$ cat src/rtl/cttm_pkg.sv
package cttm_pkg;

	// ------------------------------------------------------------
	// register map (byte addresses, one aligned word each)
	// ------------------------------------------------------------
	localparam logic [4:0] ADDR_CONTROL_0  = 5'h00;
	localparam logic [4:0] ADDR_CONTROL_1  = 5'h04;
	localparam logic [4:0] ADDR_COUNT_LO   = 5'h08;
	localparam logic [4:0] ADDR_COUNT_HI   = 5'h0C;
	localparam logic [4:0] ADDR_MATCH_A_LO = 5'h10;
	localparam logic [4:0] ADDR_MATCH_A_HI = 5'h14;
	localparam logic [4:0] ADDR_FLAGS      = 5'h18;

	localparam logic [7:0] CONTROL_0_RST = 8'h00;
	localparam logic [7:0] CONTROL_1_RST = 8'h00;
	localparam logic [9:0] MATCH_A_RST   = 10'h000;

	// ------------------------------------------------------------
	// control 0 fields
	// ------------------------------------------------------------
	localparam int C0_PAUSE_BIT   = 7;
	localparam int C0_CLK_LSB     = 4;
	localparam int C0_ON_BIT      = 3;
	localparam int C0_PERIOD_LSB  = 0;

	// ------------------------------------------------------------
	// control 1 fields
	// ------------------------------------------------------------
	localparam int C1_MODE_LSB    = 6;
	localparam int C1_ACTION_LSB  = 4;
	localparam int C1_LEVEL_BIT   = 3;
	localparam int C1_INVERT_BIT  = 2;
	localparam int C1_SWAP_BIT    = 1;
	localparam int C1_CLRSRC_BIT  = 0;

	// flags register: bit 0 match a, bit 1 match p, write 1 to clear
	localparam int FLAG_A_BIT     = 0;
	localparam int FLAG_P_BIT     = 1;

	// ------------------------------------------------------------
	// encodings
	// ------------------------------------------------------------
	localparam logic [1:0] MODE_COMPARE = 2'h0;
	localparam logic [1:0] MODE_PWM     = 2'h2;
	localparam logic [1:0] MODE_TIMER   = 2'h3;

	localparam logic [2:0] CLK_SYS_DIV4  = 3'h0;
	localparam logic [2:0] CLK_SYS       = 3'h1;
	localparam logic [2:0] CLK_FAST_16   = 3'h2;
	localparam logic [2:0] CLK_FAST_64   = 3'h3;
	localparam logic [2:0] CLK_SLOW_A    = 3'h4;
	localparam logic [2:0] CLK_SLOW_B    = 3'h5;
	localparam logic [2:0] CLK_PIN_RISE  = 3'h6;
	localparam logic [2:0] CLK_PIN_FALL  = 3'h7;

	localparam logic [1:0] ACT_NONE   = 2'h0;
	localparam logic [1:0] ACT_LOW    = 2'h1;
	localparam logic [1:0] ACT_HIGH   = 2'h2;
	localparam logic [1:0] ACT_TOGGLE = 2'h3;

	localparam logic [9:0] COUNT_MAX  = 10'h3FF;

	// prescaler terminal counts
	localparam logic [5:0] DIV4_LAST  = 6'h03;
	localparam logic [5:0] DIV16_LAST = 6'h0F;
	localparam logic [5:0] DIV64_LAST = 6'h3F;

	localparam logic [1:0] AXI_OKAY   = 2'h0;
	localparam logic [1:0] AXI_SLVERR = 2'h2;

	typedef struct packed {
		logic [1:0] mode;
		logic [1:0] action;
		logic       level;
		logic       invert;
		logic       swap;
		logic       clrsrc;
	} cttm_ctl1_type;

endpackage : cttm_pkg

$ cat src/rtl/cttm_edge_sync.sv
`timescale 1ns/1ps
module cttm_edge_sync (
	input  wire logic i_clk,
	input  wire logic i_rst_n,
	input  wire logic i_pin,
	output logic      o_rise,
	output logic      o_fall
);
	logic meta_q;
	logic sync_q;
	logic last_q;

	// meta_q feeds only sync_q
	always_ff @(posedge i_clk) begin
		if (!i_rst_n) begin
			meta_q <= 1'b0;
			sync_q <= 1'b0;
			last_q <= 1'b0;
		end else begin
			meta_q <= i_pin;
			sync_q <= meta_q;
			last_q <= sync_q;
		end
	end

	assign o_rise = sync_q & ~last_q;
	assign o_fall = ~sync_q & last_q;
endmodule : cttm_edge_sync

$ cat src/rtl/cttm_timer.sv
// The implementer's own choices: the AXI4-Lite interface to the registers and the placing of the registers.
`timescale 1ns/1ps
// Functional notes
// - counter cleared on counter_on rising edge
// - auto clear on overflow or match
// - count read-only, compare a read/write
// - pause_ctl freezes counter
// - clock_sel picks count clock source
// - counter_on low stops, holds count
// - compare mode pin reset on enable
// - period compare on counter bits 9:7
// - period zero means overflow clear
// - op_mode_sel decodes three modes
// - timer mode leaves pin undriven
// - compare match pin action select
// - pwm pin action select
// - same level gives no visible change
// - output_level_ctl initial or active level
// - output_invert inverts the pin
// - duty_period_swap swaps duty and period
// - clear_source_sel picks clear source
// - unimplemented high bits read zero
// - low bytes go through shared buffer
// - clear on a raises only match_a_flag
// - duty at least period gives 100%
module cttm_timer
	import cttm_pkg::*;
(
	input  wire logic        i_clk,
	input  wire logic        i_rst_n,
	input  wire logic [4:0]  s_axi_awaddr,
	input  wire logic        s_axi_awvalid,
	output logic             s_axi_awready,
	input  wire logic [31:0] s_axi_wdata,
	input  wire logic [3:0]  s_axi_wstrb,
	input  wire logic        s_axi_wvalid,
	output logic             s_axi_wready,
	output logic [1:0]       s_axi_bresp,
	output logic             s_axi_bvalid,
	input  wire logic        s_axi_bready,
	input  wire logic [4:0]  s_axi_araddr,
	input  wire logic        s_axi_arvalid,
	output logic             s_axi_arready,
	output logic [31:0]      s_axi_rdata,
	output logic [1:0]       s_axi_rresp,
	output logic             s_axi_rvalid,
	input  wire logic        s_axi_rready,
	input  wire logic        i_fast_clk_tick,
	input  wire logic        i_slow_clk_tick,
	input  wire logic        i_ext_count_pin,
	output logic             o_timer_output_pin,
	output logic             o_timer_output_pin_oe_n,
	output logic             o_match_a_flag,
	output logic             o_match_p_flag
);
	// ------------------------------------------------------------
	// registers
	// ------------------------------------------------------------
	logic [7:0]    ctl0_q;
	cttm_ctl1_type ctl1_q;
	logic [9:0]    match_a_q;
	logic [7:0]    buf_q;
	logic [9:0]    count_q;
	logic [9:0]    count_d;
	logic [5:0]    sys_div_q;
	logic [5:0]    fast_div_q;
	logic          pin_q;
	logic          pwm_q;
	logic          flag_a_q;
	logic          flag_p_q;
	logic          on_last_q;

	logic [4:0]    aw_addr_q;
	logic          aw_have_q;
	logic [31:0]   w_data_q;
	logic [3:0]    w_strb_q;
	logic          w_have_q;
	logic          bvalid_q;
	logic [1:0]    bresp_q;
	logic          rvalid_q;
	logic [31:0]   rdata_q;
	logic [1:0]    rresp_q;

	// ------------------------------------------------------------
	// field decode
	// ------------------------------------------------------------
	wire       pause_ctl      = ctl0_q[C0_PAUSE_BIT];
	wire [2:0] clock_sel      = ctl0_q[C0_CLK_LSB +: 3];
	wire       counter_on     = ctl0_q[C0_ON_BIT];
	wire [2:0] compare_p_value = ctl0_q[C0_PERIOD_LSB +: 3];
	wire       on_rise        = counter_on & ~on_last_q;

	wire mode_compare = (ctl1_q.mode == MODE_COMPARE);
	wire mode_pwm     = (ctl1_q.mode == MODE_PWM);
	wire mode_timer   = (ctl1_q.mode == MODE_TIMER);

	// ------------------------------------------------------------
	// count clock selection
	// ------------------------------------------------------------
	logic ext_rise;
	logic ext_fall;

	cttm_edge_sync u_edge_sync (
		.i_clk   (i_clk),
		.i_rst_n (i_rst_n),
		.i_pin   (i_ext_count_pin),
		.o_rise  (ext_rise),
		.o_fall  (ext_fall)
	);

	wire sys4_tick  = (sys_div_q == DIV4_LAST);
	wire fast16_tick = i_fast_clk_tick && (fast_div_q[3:0] == DIV16_LAST[3:0]);
	wire fast64_tick = i_fast_clk_tick && (fast_div_q == DIV64_LAST);

	wire tick = (clock_sel == CLK_SYS_DIV4) ? sys4_tick :
	            (clock_sel == CLK_SYS)      ? 1'b1 :
	            (clock_sel == CLK_FAST_16)  ? fast16_tick :
	            (clock_sel == CLK_FAST_64)  ? fast64_tick :
	            (clock_sel == CLK_PIN_RISE) ? ext_rise :
	            (clock_sel == CLK_PIN_FALL) ? ext_fall :
	            i_slow_clk_tick;

	// run only when on and not paused
	wire step = counter_on & ~pause_ctl & tick & ~on_rise;

	// ------------------------------------------------------------
	// comparators
	// ------------------------------------------------------------
	// a match is judged on the count reached after the step
	wire [9:0] next_count = count_q + 10'h001;
	wire       p_is_zero  = (compare_p_value == 3'h0);
	wire       match_p    = step && !p_is_zero &&
	                        (next_count[9:7] == compare_p_value) &&
	                        (next_count[6:0] == 7'h00);
	wire       match_a    = step && (match_a_q != 10'h000) &&
	                        (next_count == match_a_q);
	wire       overflow   = step && (count_q == COUNT_MAX);

	// pwm: period and duty roles
	wire [10:0] p_len   = p_is_zero ? 11'h400 : {1'b0, compare_p_value, 7'h00};
	wire [10:0] a_len   = {1'b0, match_a_q};
	wire [10:0] per_len = ctl1_q.swap ? a_len : p_len;
	wire [10:0] dut_len = ctl1_q.swap ? p_len : a_len;
	wire        per_hit = step && ({1'b0, next_count} == per_len);

	wire clear_now = mode_pwm ? (per_hit || overflow) :
	                 ctl1_q.clrsrc ? match_a :
	                 (match_p || overflow);

	wire set_a = mode_pwm ? (ctl1_q.swap ? per_hit : match_a) :
	             match_a;
	wire set_p = mode_pwm ? (ctl1_q.swap ? match_p : per_hit) :
	             (~ctl1_q.clrsrc & match_p);

	always_comb begin
		count_d = count_q;
		if (on_rise)
			count_d = 10'h000;
		else if (clear_now)
			count_d = 10'h000;
		else if (step)
			count_d = next_count;
	end

	// pwm active while count below duty, full duty when duty >= period
	wire pwm_active = (dut_len >= per_len) || ({1'b0, count_d} < dut_len);

	// ------------------------------------------------------------
	// output pin
	// ------------------------------------------------------------
	logic pin_d;
	always_comb begin
		pin_d = pin_q;
		if (on_rise)
			pin_d = ctl1_q.level;
		else if (mode_compare && match_a) begin
			unique case (ctl1_q.action)
				ACT_NONE:   pin_d = pin_q;
				ACT_LOW:    pin_d = 1'b0;
				ACT_HIGH:   pin_d = 1'b1;
				ACT_TOGGLE: pin_d = ~pin_q;
			endcase
		end
	end

	// active level follows output_level_ctl; action 11 treated as inactive
	wire pwm_raw = (ctl1_q.action == ACT_LOW)  ? 1'b1 :
	               (ctl1_q.action == ACT_HIGH) ? pwm_active : 1'b0;
	wire pwm_lvl = ctl1_q.level ? pwm_raw : ~pwm_raw;
	wire pin_src = mode_pwm ? pwm_q : pin_q;

	assign o_timer_output_pin      = pin_src ^ ctl1_q.invert;
	assign o_timer_output_pin_oe_n = mode_timer | (ctl1_q.mode == 2'h1);
	assign o_match_a_flag          = flag_a_q;
	assign o_match_p_flag          = flag_p_q;

	// ------------------------------------------------------------
	// bus slave
	// ------------------------------------------------------------
	wire wr_go = aw_have_q && w_have_q && !bvalid_q;
	wire rd_go = s_axi_arvalid && !rvalid_q;
	wire [7:0] wbyte = w_data_q[7:0];
	wire wr_lane = w_strb_q[0];

	wire wr_c0   = wr_go && wr_lane && (aw_addr_q == ADDR_CONTROL_0);
	wire wr_c1   = wr_go && wr_lane && (aw_addr_q == ADDR_CONTROL_1);
	wire wr_alo  = wr_go && wr_lane && (aw_addr_q == ADDR_MATCH_A_LO);
	wire wr_ahi  = wr_go && wr_lane && (aw_addr_q == ADDR_MATCH_A_HI);
	wire wr_flg  = wr_go && wr_lane && (aw_addr_q == ADDR_FLAGS);
	wire wr_map  = (aw_addr_q <= ADDR_FLAGS) && (aw_addr_q != ADDR_COUNT_LO) &&
	               (aw_addr_q != ADDR_COUNT_HI);

	wire rd_chi  = rd_go && (s_axi_araddr == ADDR_COUNT_HI);
	wire rd_ahi  = rd_go && (s_axi_araddr == ADDR_MATCH_A_HI);
	wire rd_map  = (s_axi_araddr <= ADDR_FLAGS);

	// low byte reads come from the shared buffer, high reads fill it
	wire [7:0] rd_byte =
		(s_axi_araddr == ADDR_CONTROL_0)  ? ctl0_q :
		(s_axi_araddr == ADDR_CONTROL_1)  ? ctl1_q :
		(s_axi_araddr == ADDR_COUNT_LO)   ? buf_q :
		(s_axi_araddr == ADDR_COUNT_HI)   ? {6'h00, count_q[9:8]} :
		(s_axi_araddr == ADDR_MATCH_A_LO) ? buf_q :
		(s_axi_araddr == ADDR_MATCH_A_HI) ? {6'h00, match_a_q[9:8]} :
		(s_axi_araddr == ADDR_FLAGS)      ? {6'h00, flag_p_q, flag_a_q} :
		8'h00;

	assign s_axi_awready = !aw_have_q;
	assign s_axi_wready  = !w_have_q;
	assign s_axi_bvalid  = bvalid_q;
	assign s_axi_bresp   = bresp_q;
	assign s_axi_arready = !rvalid_q;
	assign s_axi_rvalid  = rvalid_q;
	assign s_axi_rdata   = rdata_q;
	assign s_axi_rresp   = rresp_q;

	always_ff @(posedge i_clk) begin
		if (!i_rst_n) begin
			aw_have_q <= 1'b0;
			aw_addr_q <= 5'h00;
			w_have_q  <= 1'b0;
			w_data_q  <= 32'h0000_0000;
			w_strb_q  <= 4'h0;
			bvalid_q  <= 1'b0;
			bresp_q   <= AXI_OKAY;
			rvalid_q  <= 1'b0;
			rdata_q   <= 32'h0000_0000;
			rresp_q   <= AXI_OKAY;
		end else begin
			if (s_axi_awvalid && !aw_have_q) begin
				aw_have_q <= 1'b1;
				aw_addr_q <= s_axi_awaddr;
			end else if (wr_go) begin
				aw_have_q <= 1'b0;
			end
			if (s_axi_wvalid && !w_have_q) begin
				w_have_q <= 1'b1;
				w_data_q <= s_axi_wdata;
				w_strb_q <= s_axi_wstrb;
			end else if (wr_go) begin
				w_have_q <= 1'b0;
			end
			if (wr_go) begin
				bvalid_q <= 1'b1;
				bresp_q  <= wr_map ? AXI_OKAY : AXI_SLVERR;
			end else if (s_axi_bready) begin
				bvalid_q <= 1'b0;
			end
			if (rd_go) begin
				rvalid_q <= 1'b1;
				rdata_q  <= {24'h000000, rd_byte};
				rresp_q  <= rd_map ? AXI_OKAY : AXI_SLVERR;
			end else if (s_axi_rready) begin
				rvalid_q <= 1'b0;
			end
		end
	end

	// ------------------------------------------------------------
	// timer state
	// ------------------------------------------------------------
	always_ff @(posedge i_clk) begin
		if (!i_rst_n) begin
			ctl0_q     <= CONTROL_0_RST;
			ctl1_q     <= CONTROL_1_RST;
			match_a_q  <= MATCH_A_RST;
			buf_q      <= 8'h00;
			count_q    <= 10'h000;
			sys_div_q  <= 6'h00;
			fast_div_q <= 6'h00;
			pin_q      <= 1'b0;
			pwm_q      <= 1'b0;
			flag_a_q   <= 1'b0;
			flag_p_q   <= 1'b0;
			on_last_q  <= 1'b0;
		end else begin
			on_last_q <= counter_on;
			if (wr_c0)
				ctl0_q <= wbyte;
			if (wr_c1)
				ctl1_q <= wbyte;
			// high write commits buffer to low byte
			if (wr_ahi)
				match_a_q <= {wbyte[1:0], buf_q};
			if (wr_alo)
				buf_q <= wbyte;
			else if (rd_chi)
				buf_q <= count_q[7:0];
			else if (rd_ahi)
				buf_q <= match_a_q[7:0];
			sys_div_q  <= sys4_tick ? 6'h00 : sys_div_q + 6'h01;
			if (i_fast_clk_tick)
				fast_div_q <= fast_div_q + 6'h01;
			count_q <= count_d;
			pin_q   <= pin_d;
			pwm_q   <= pwm_lvl;
			// hardware set beats software clear
			flag_a_q <= set_a | (flag_a_q & ~(wr_flg & wbyte[FLAG_A_BIT]));
			flag_p_q <= set_p | (flag_p_q & ~(wr_flg & wbyte[FLAG_P_BIT]));
		end
	end

	// ------------------------------------------------------------
	// checks
	// ------------------------------------------------------------
	a_enable_clears: assert property (@(posedge i_clk) disable iff (!i_rst_n)
		$rose(counter_on) |=> count_q == 10'h000)
		else $error("count not cleared on enable");

	a_pause_holds: assert property (@(posedge i_clk) disable iff (!i_rst_n)
		pause_ctl && $past(pause_ctl) && !on_rise |=> $stable(count_q))
		else $error("count moved while paused");

	a_off_holds: assert property (@(posedge i_clk) disable iff (!i_rst_n)
		!counter_on |=> count_q == $past(count_q))
		else $error("count moved while off");

	a_pclear_flag: assert property (@(posedge i_clk) disable iff (!i_rst_n)
		!mode_pwm && ctl1_q.clrsrc |=> !$rose(flag_p_q))
		else $error("p flag raised while clear on a");

	a_sys_count: assert property (@(posedge i_clk) disable iff (!i_rst_n)
		step && !clear_now && !on_rise |=> count_q == $past(count_q) + 10'h001)
		else $error("count did not step");

	a_timer_oe: assert property (@(posedge i_clk) disable iff (!i_rst_n)
		o_timer_output_pin_oe_n == ctl1_q.mode[0])
		else $error("pin drive wrong for mode");

	a_init_level: assert property (@(posedge i_clk) disable iff (!i_rst_n)
		on_rise && mode_compare |=> o_timer_output_pin == (ctl1_q.level ^ ctl1_q.invert))
		else $error("initial level wrong");

	a_high_zero: assert property (@(posedge i_clk) disable iff (!i_rst_n)
		s_axi_rvalid |-> s_axi_rdata[31:8] == 24'h000000)
		else $error("upper read bits nonzero");

	a_count_hi_read: assert property (@(posedge i_clk) disable iff (!i_rst_n)
		rd_chi |=> s_axi_rdata[7:0] == {6'h00, $past(count_q[9:8])})
		else $error("count high read wrong");
endmodule : cttm_timer

$ cat config.mk
export PLATFORM = sky130hd
export DESIGN_NAME = cttm_timer
export DESIGN_NICKNAME = d
export VERILOG_FILES = /design/src/rtl/cttm_pkg.sv /design/src/rtl/cttm_edge_sync.sv /design/src/rtl/cttm_timer.sv
export SDC_FILE = /design/constraint.sdc
export NUM_CORES = 1
export LEC_CHECK = 0
export BUFFER_PORTS_ARGS = -buffer_cell sky130_fd_sc_hd__buf_2
export CORE_UTILIZATION = 30
export CTS_CLUSTER_SIZE = 10
export DETAILED_ROUTE_END_ITERATION = 7
export GPL_TIMING_DRIVEN = 0
export PLACE_DENSITY = 0.49
export SKIP_LAST_GASP = 1
export SLEW_MARGIN = 15
export SYNTH_ARGS = -nofsm -noshare
export SYNTH_HDL_FRONTEND = slang
export SYNTH_SLANG_ARGS = --single-unit
$ cat constraint.sdc
create_clock -name i_clk -period 6.3 [get_ports i_clk]
set_clock_uncertainty 0.1 [all_clocks]
set_input_delay 0.63 -clock i_clk [delete_from_list [all_inputs] [get_ports i_clk]]
set_output_delay 0.63 -clock i_clk [all_outputs]
set_load 0.01 [all_outputs]
==> results.txt <==
- In this run the deepest clock path goes through 2 buffers.
* Cells after Synth: 659
* Portion of the post-synthesis area used by sequential elements: 33.0%
- The hold violation total from the final report is 0.
- Parity-gate share of the synthesized area counting xor and xnor cells: roughly 4.5%
- TritonCTS built the clock tree.
- Counting stages on the worst path, the most repeated cell is sky130_fd_sc_hd__ha_1.
- Endpoint of the worst hold path: u_edge_sync.sync_q$_SDFF_PN0_
* Post-synth cell types: 68
* Post-synthesis instance area: 5590 sq um
* Final Non-Filler Cells: 972
- Setup Slack @ Placement: between 0.2 and 0.25 ns
- Number of global-route vias before repair: 4599
* Total track usage: 17.5%
- Along the worst hold path, the cell count comes to 1.
* Core box area: approximately 18000 sq um
* Die Ht: 138 microns
* Post-Route Utilization: between 30% and 40%
- Maximum VDD drop: 0.143 mV
* Area fraction in and, or, nand and nor cells after synthesis: a little over a quarter
- Result of the run: complete, but fails checks
* Remaining design rule violation count: 10
- The repair_antennas step left the layout with diodes totalling 0.
* Clock insertion delay at the later pin of the skew report: 0.35 ns
- Among cell families on the critical path, the largest total delay comes from simple AND/OR/NAND/NOR gates.
- After detailed routing, the average wire length per cell comes to 17.3 microns.
- The Yosys step of the flow raised 0 warnings.
- Summed over all nets, the half-perimeter wirelength after detailed placement is 12900 microns.
- Wire length after detailed routing: 16800 microns
- Row Count: 49
* Worst Hold Margin: 0.345 ns
- The die is roughly 140 microns wide.
- Final #Nets: around 800
* Critical Path Slowest Stage Cell: sky130_fd_sc_hd__a211oi_4
- Area Overhead vs Synth: 15.8%
- STA puts the critical path data required time at 6.48 ns.
* Violations in the final reports: design-rule violations
- Final setup margin: 0.302 ns
- Number of I/O port buffers: 43
- Entering global routing, the biggest net connects 17 pins.
- Power per standard cell area: 192 nW/um^2
- Total clock buffers created by CTS: 9
- Die area: 19200 sq um
- Via-to-Cell Ratio: around 5.1
* Terminus of the critical flop-to-flop path: pwm_q$_SDFF_PN0_
- Together, buffers and inverters on the worst path number 2.
* Type of element launching the critical path: flop
- The setup path with the least slack is of type flop to flop.
- Final Cycle Share: a little over nine tenths
- The analysis attributes to cell leakage a power of 2.56 nW.
- Slew of the pin with the lowest slew margin: 1.16 ns
* 1st-iter DRT viols: 316
* Highest net fanout along the worst path: 10
- The congestion estimate from routability-driven global placement came to roughly 0.88.
- Endpoint class of the critical path: flop
* Hold wc startpoint: u_edge_sync.meta_q$_SDFF_PN0_
* Area share of fa/ha/maj cells after synthesis: under 10%
* Post-synthesis average cell area: 8.48 sq um
- The worst register-to-register path has a setup slack of 0.30 ns.
- The first global-routing pass estimated 26100 microns of wire.
- Post-route ant nets: 0
* Compound-Gate Fraction of Synth Area: 16.5%
- The min-delay analysis places its worst path in the category flop to flop.
- At the worst endpoint, the arrival time is 6.18 ns.
* Setup_tns: 0 ns
* Remaining max-slew budget at the tightest pin: 22.4%
- Setup repair after global routing left no endpoint under its margin.
* Maximum operating frequency: 167 MHz
- Flip-flop and latch count after synthesis: 92
* Final setup violation count: 0
- Multiplexer cells account for 8.46% of the synthesized area.
* Count of flip-flops with a built-in enable after synthesis: 0
- Across the run, the number of max-cap violations was 0.
- Cell breakdown of the critical path: ha_1 -> buf_2 -> and4_1 -> nand2_1 -> xnor2_1 -> or4_1 -> mux2_2 -> or3_1 -> a211oi_4 -> buf_6 -> nor3_1 -> ha_1 -> o21a_1 -> nor2_1 -> a2111oi_0 -> nor3b_2 -> nand4_1 -> a221o_1 -> nand3_1
* CP max stage delay: 0.57 ns
- Synth Flop Type: sky130_fd_sc_hd__dfxtp_1
* RR Startpoint: count_q[1]$_SDFF_PN0_
- Overflow left after global routing: 0
* Clock sink count: slightly above 90
- The post-route netlist has between 10% and 20% of its cells at a drive strength greater than 1.
- Number of slew-limit violations in the final report: 0
* Number of optimization iterations in the first detailed-route pass: 8
* CTS Root Cell: sky130_fd_sc_hd__clkbuf_16
- Number of H-tree levels: 3
- Worst Reg-to-Reg Cells: 19
- Initial standard-cell utilization of the core: 30.9%
* Antenna violations before repair: 0
- The routed layout has 4982 vias.
- Clock-pin slew was measured on the worst setup and hold paths at 0.07 ns.
* Placed Cells incl. Taps: 956
* Count of boundary I/O pins: 101
- Fin crit period: about 6 ns
* Main combinational cell family by area after synthesis: simple AND/OR/NAND/NOR gates
- Async S/R FF share, synth: 0%
## per-layer routing
metal	global-route usage (%)	up-vias	routed length (microns)
met5	0	-	0
met4	6.33	0	294
met3	2.22	20	717
met2	27.9	146	7590
met1	24.3	2359	8190
li1	-	2457	-
## placed cells by master (no fill, tap or decap), types with 12 or more instances in the layout
| cell | n |
|---|---|
| sky130_fd_sc_hd__inv_1 | 18 |
| sky130_fd_sc_hd__ha_1 | 16 |
| sky130_fd_sc_hd__xnor2_1 | 17 |
| sky130_fd_sc_hd__a211oi_1 | 12 |
| sky130_fd_sc_hd__nor2_1 | 34 |
| sky130_fd_sc_hd__buf_4 | 29 |
| sky130_fd_sc_hd__buf_2 | 48 |
| sky130_fd_sc_hd__a21oi_1 | 20 |
| sky130_fd_sc_hd__xor2_1 | 12 |
| sky130_fd_sc_hd__dfxtp_1 | 92 |
| sky130_fd_sc_hd__mux2i_1 | 45 |
| sky130_fd_sc_hd__conb_1 | 26 |
| sky130_fd_sc_hd__o21ai_0 | 16 |
| sky130_fd_sc_hd__a21boi_0 | 16 |
| sky130_fd_sc_hd__nor2b_1 | 50 |
| sky130_fd_sc_hd__nand2_1 | 67 |
| sky130_fd_sc_hd__nor3_1 | 23 |
| sky130_fd_sc_hd__clkbuf_1 | 29 |
| sky130_fd_sc_hd__nand3_1 | 19 |
## area by class of cell
class / instances / area (sq um)
timing repair buffer: 43 / 215
inverter: 18 / 67.6
sequential: 92 / 1840
buffer: 65 / 374
multi-input combinational: 509 / 3400
tap: 229 / 287
clock inverter: 5 / 42.5
clock buffer: 11 / 243
fill: 1919 / 11600
## stage by stage
| step | power, mW | instance area [sq um] |
|---|---|---|
| global placement | 0.729 | 6180 |
| detailed placement | 0.733 | 6180 |
| CTS | 1.26 | 6470 |
| finish | 1.25 | 6470 |
| floorplan | 0.696 | 5680 |
| global route | 1.30 | 6470 |
## how the worst max path moves through the flow
| stage | startpoint | to | slack (ns) | cells after the start |
|---|---|---|---|---|
| final | count_q[1]$_SDFF_PN0_ | pwm_q$_SDFF_PN0_ | 0.30 | 19 |
| after global routing | count_q[1]$_SDFF_PN0_ | pwm_q$_SDFF_PN0_ | 0.07 | 19 |
| after CTS | count_q[1]$_SDFF_PN0_ | pwm_q$_SDFF_PN0_ | 0.20 | 19 |
| after detailed placement | i_fast_clk_tick | pwm_q$_SDFF_PN0_ | 0.21 | 18 |
| after global placement | count_q[1]$_SDFF_PN0_ | pwm_q$_SDFF_PN0_ | 0.32 | 19 |
| after floorplan | count_q[1]$_SDFF_PN0_ | pwm_q$_SDFF_PN0_ | 1.40 | 19 |
## where the power goes
part / internal, mW / total [mW] / switching, mW
Sequential: 0.598 / 0.615 / 0.0163
Combinational: 0.0475 / 0.105 / 0.0572
Clock: 0.284 / 0.526 / 0.242
## cells in the mapped netlist, types with 4 or more instances
library cell	instances	area (sq um)
sky130_fd_sc_hd__nand2b_1	7	43.8
sky130_fd_sc_hd__nor3b_1	4	30.0
sky130_fd_sc_hd__or3_1	4	25.0
sky130_fd_sc_hd__a31oi_1	4	25.0
sky130_fd_sc_hd__nor2b_1	50	313
sky130_fd_sc_hd__ha_1	16	200
sky130_fd_sc_hd__nand4_1	10	62.6
sky130_fd_sc_hd__a21oi_1	20	100
sky130_fd_sc_hd__nor2_1	34	128
sky130_fd_sc_hd__xor2_1	12	105
sky130_fd_sc_hd__buf_2	5	25.0
sky130_fd_sc_hd__nor4_1	4	25.0
sky130_fd_sc_hd__buf_4	29	218
sky130_fd_sc_hd__o21ai_0	16	80.1
sky130_fd_sc_hd__and3_1	5	31.3
sky130_fd_sc_hd__a21boi_0	16	120
sky130_fd_sc_hd__inv_1	18	67.6
sky130_fd_sc_hd__and2_1	10	62.6
sky130_fd_sc_hd__clkbuf_1	28	105
sky130_fd_sc_hd__a211o_1	6	52.6
sky130_fd_sc_hd__a211oi_1	12	90.1
sky130_fd_sc_hd__a21o_1	4	30.0
sky130_fd_sc_hd__nor3_1	23	115
sky130_fd_sc_hd__o211a_1	7	70.1
sky130_fd_sc_hd__xnor2_1	17	149
sky130_fd_sc_hd__dfxtp_1	92	1840
sky130_fd_sc_hd__mux2i_1	45	450
sky130_fd_sc_hd__a222oi_1	8	80.1
sky130_fd_sc_hd__nand3_1	19	95.1
sky130_fd_sc_hd__nor4b_1	10	87.6
sky130_fd_sc_hd__nand2_1	67	251
## state kept, by name, indices dropped and copies added, names as in the netlist, 5 cells and up
name         count
aw_addr_q        5
buf_q            8
count_q         10
ctl0_q           8
ctl1_q           8
fast_div_q       6
match_a_q       10
s_axi_rdata      8
sys_div_q        6
w_data_q         8
## logic make-up after synthesis
family	after synthesis
AO/OA/AOI/OAI	123
XOR/XNOR	29
adder cells (fa/ha/maj)	16
buffers and inverters	83
flip-flops	92
multiplexers	47
other	1
AND/OR/NAND/NOR	268
## timing repair
action | CTS | global route
setup buffers | 0 | 0
resized for setup | 0 | 1
setup endpoints to repair | 0 | 1
hold buffers | 0 | 0
(Power assumes the default switching activity.)
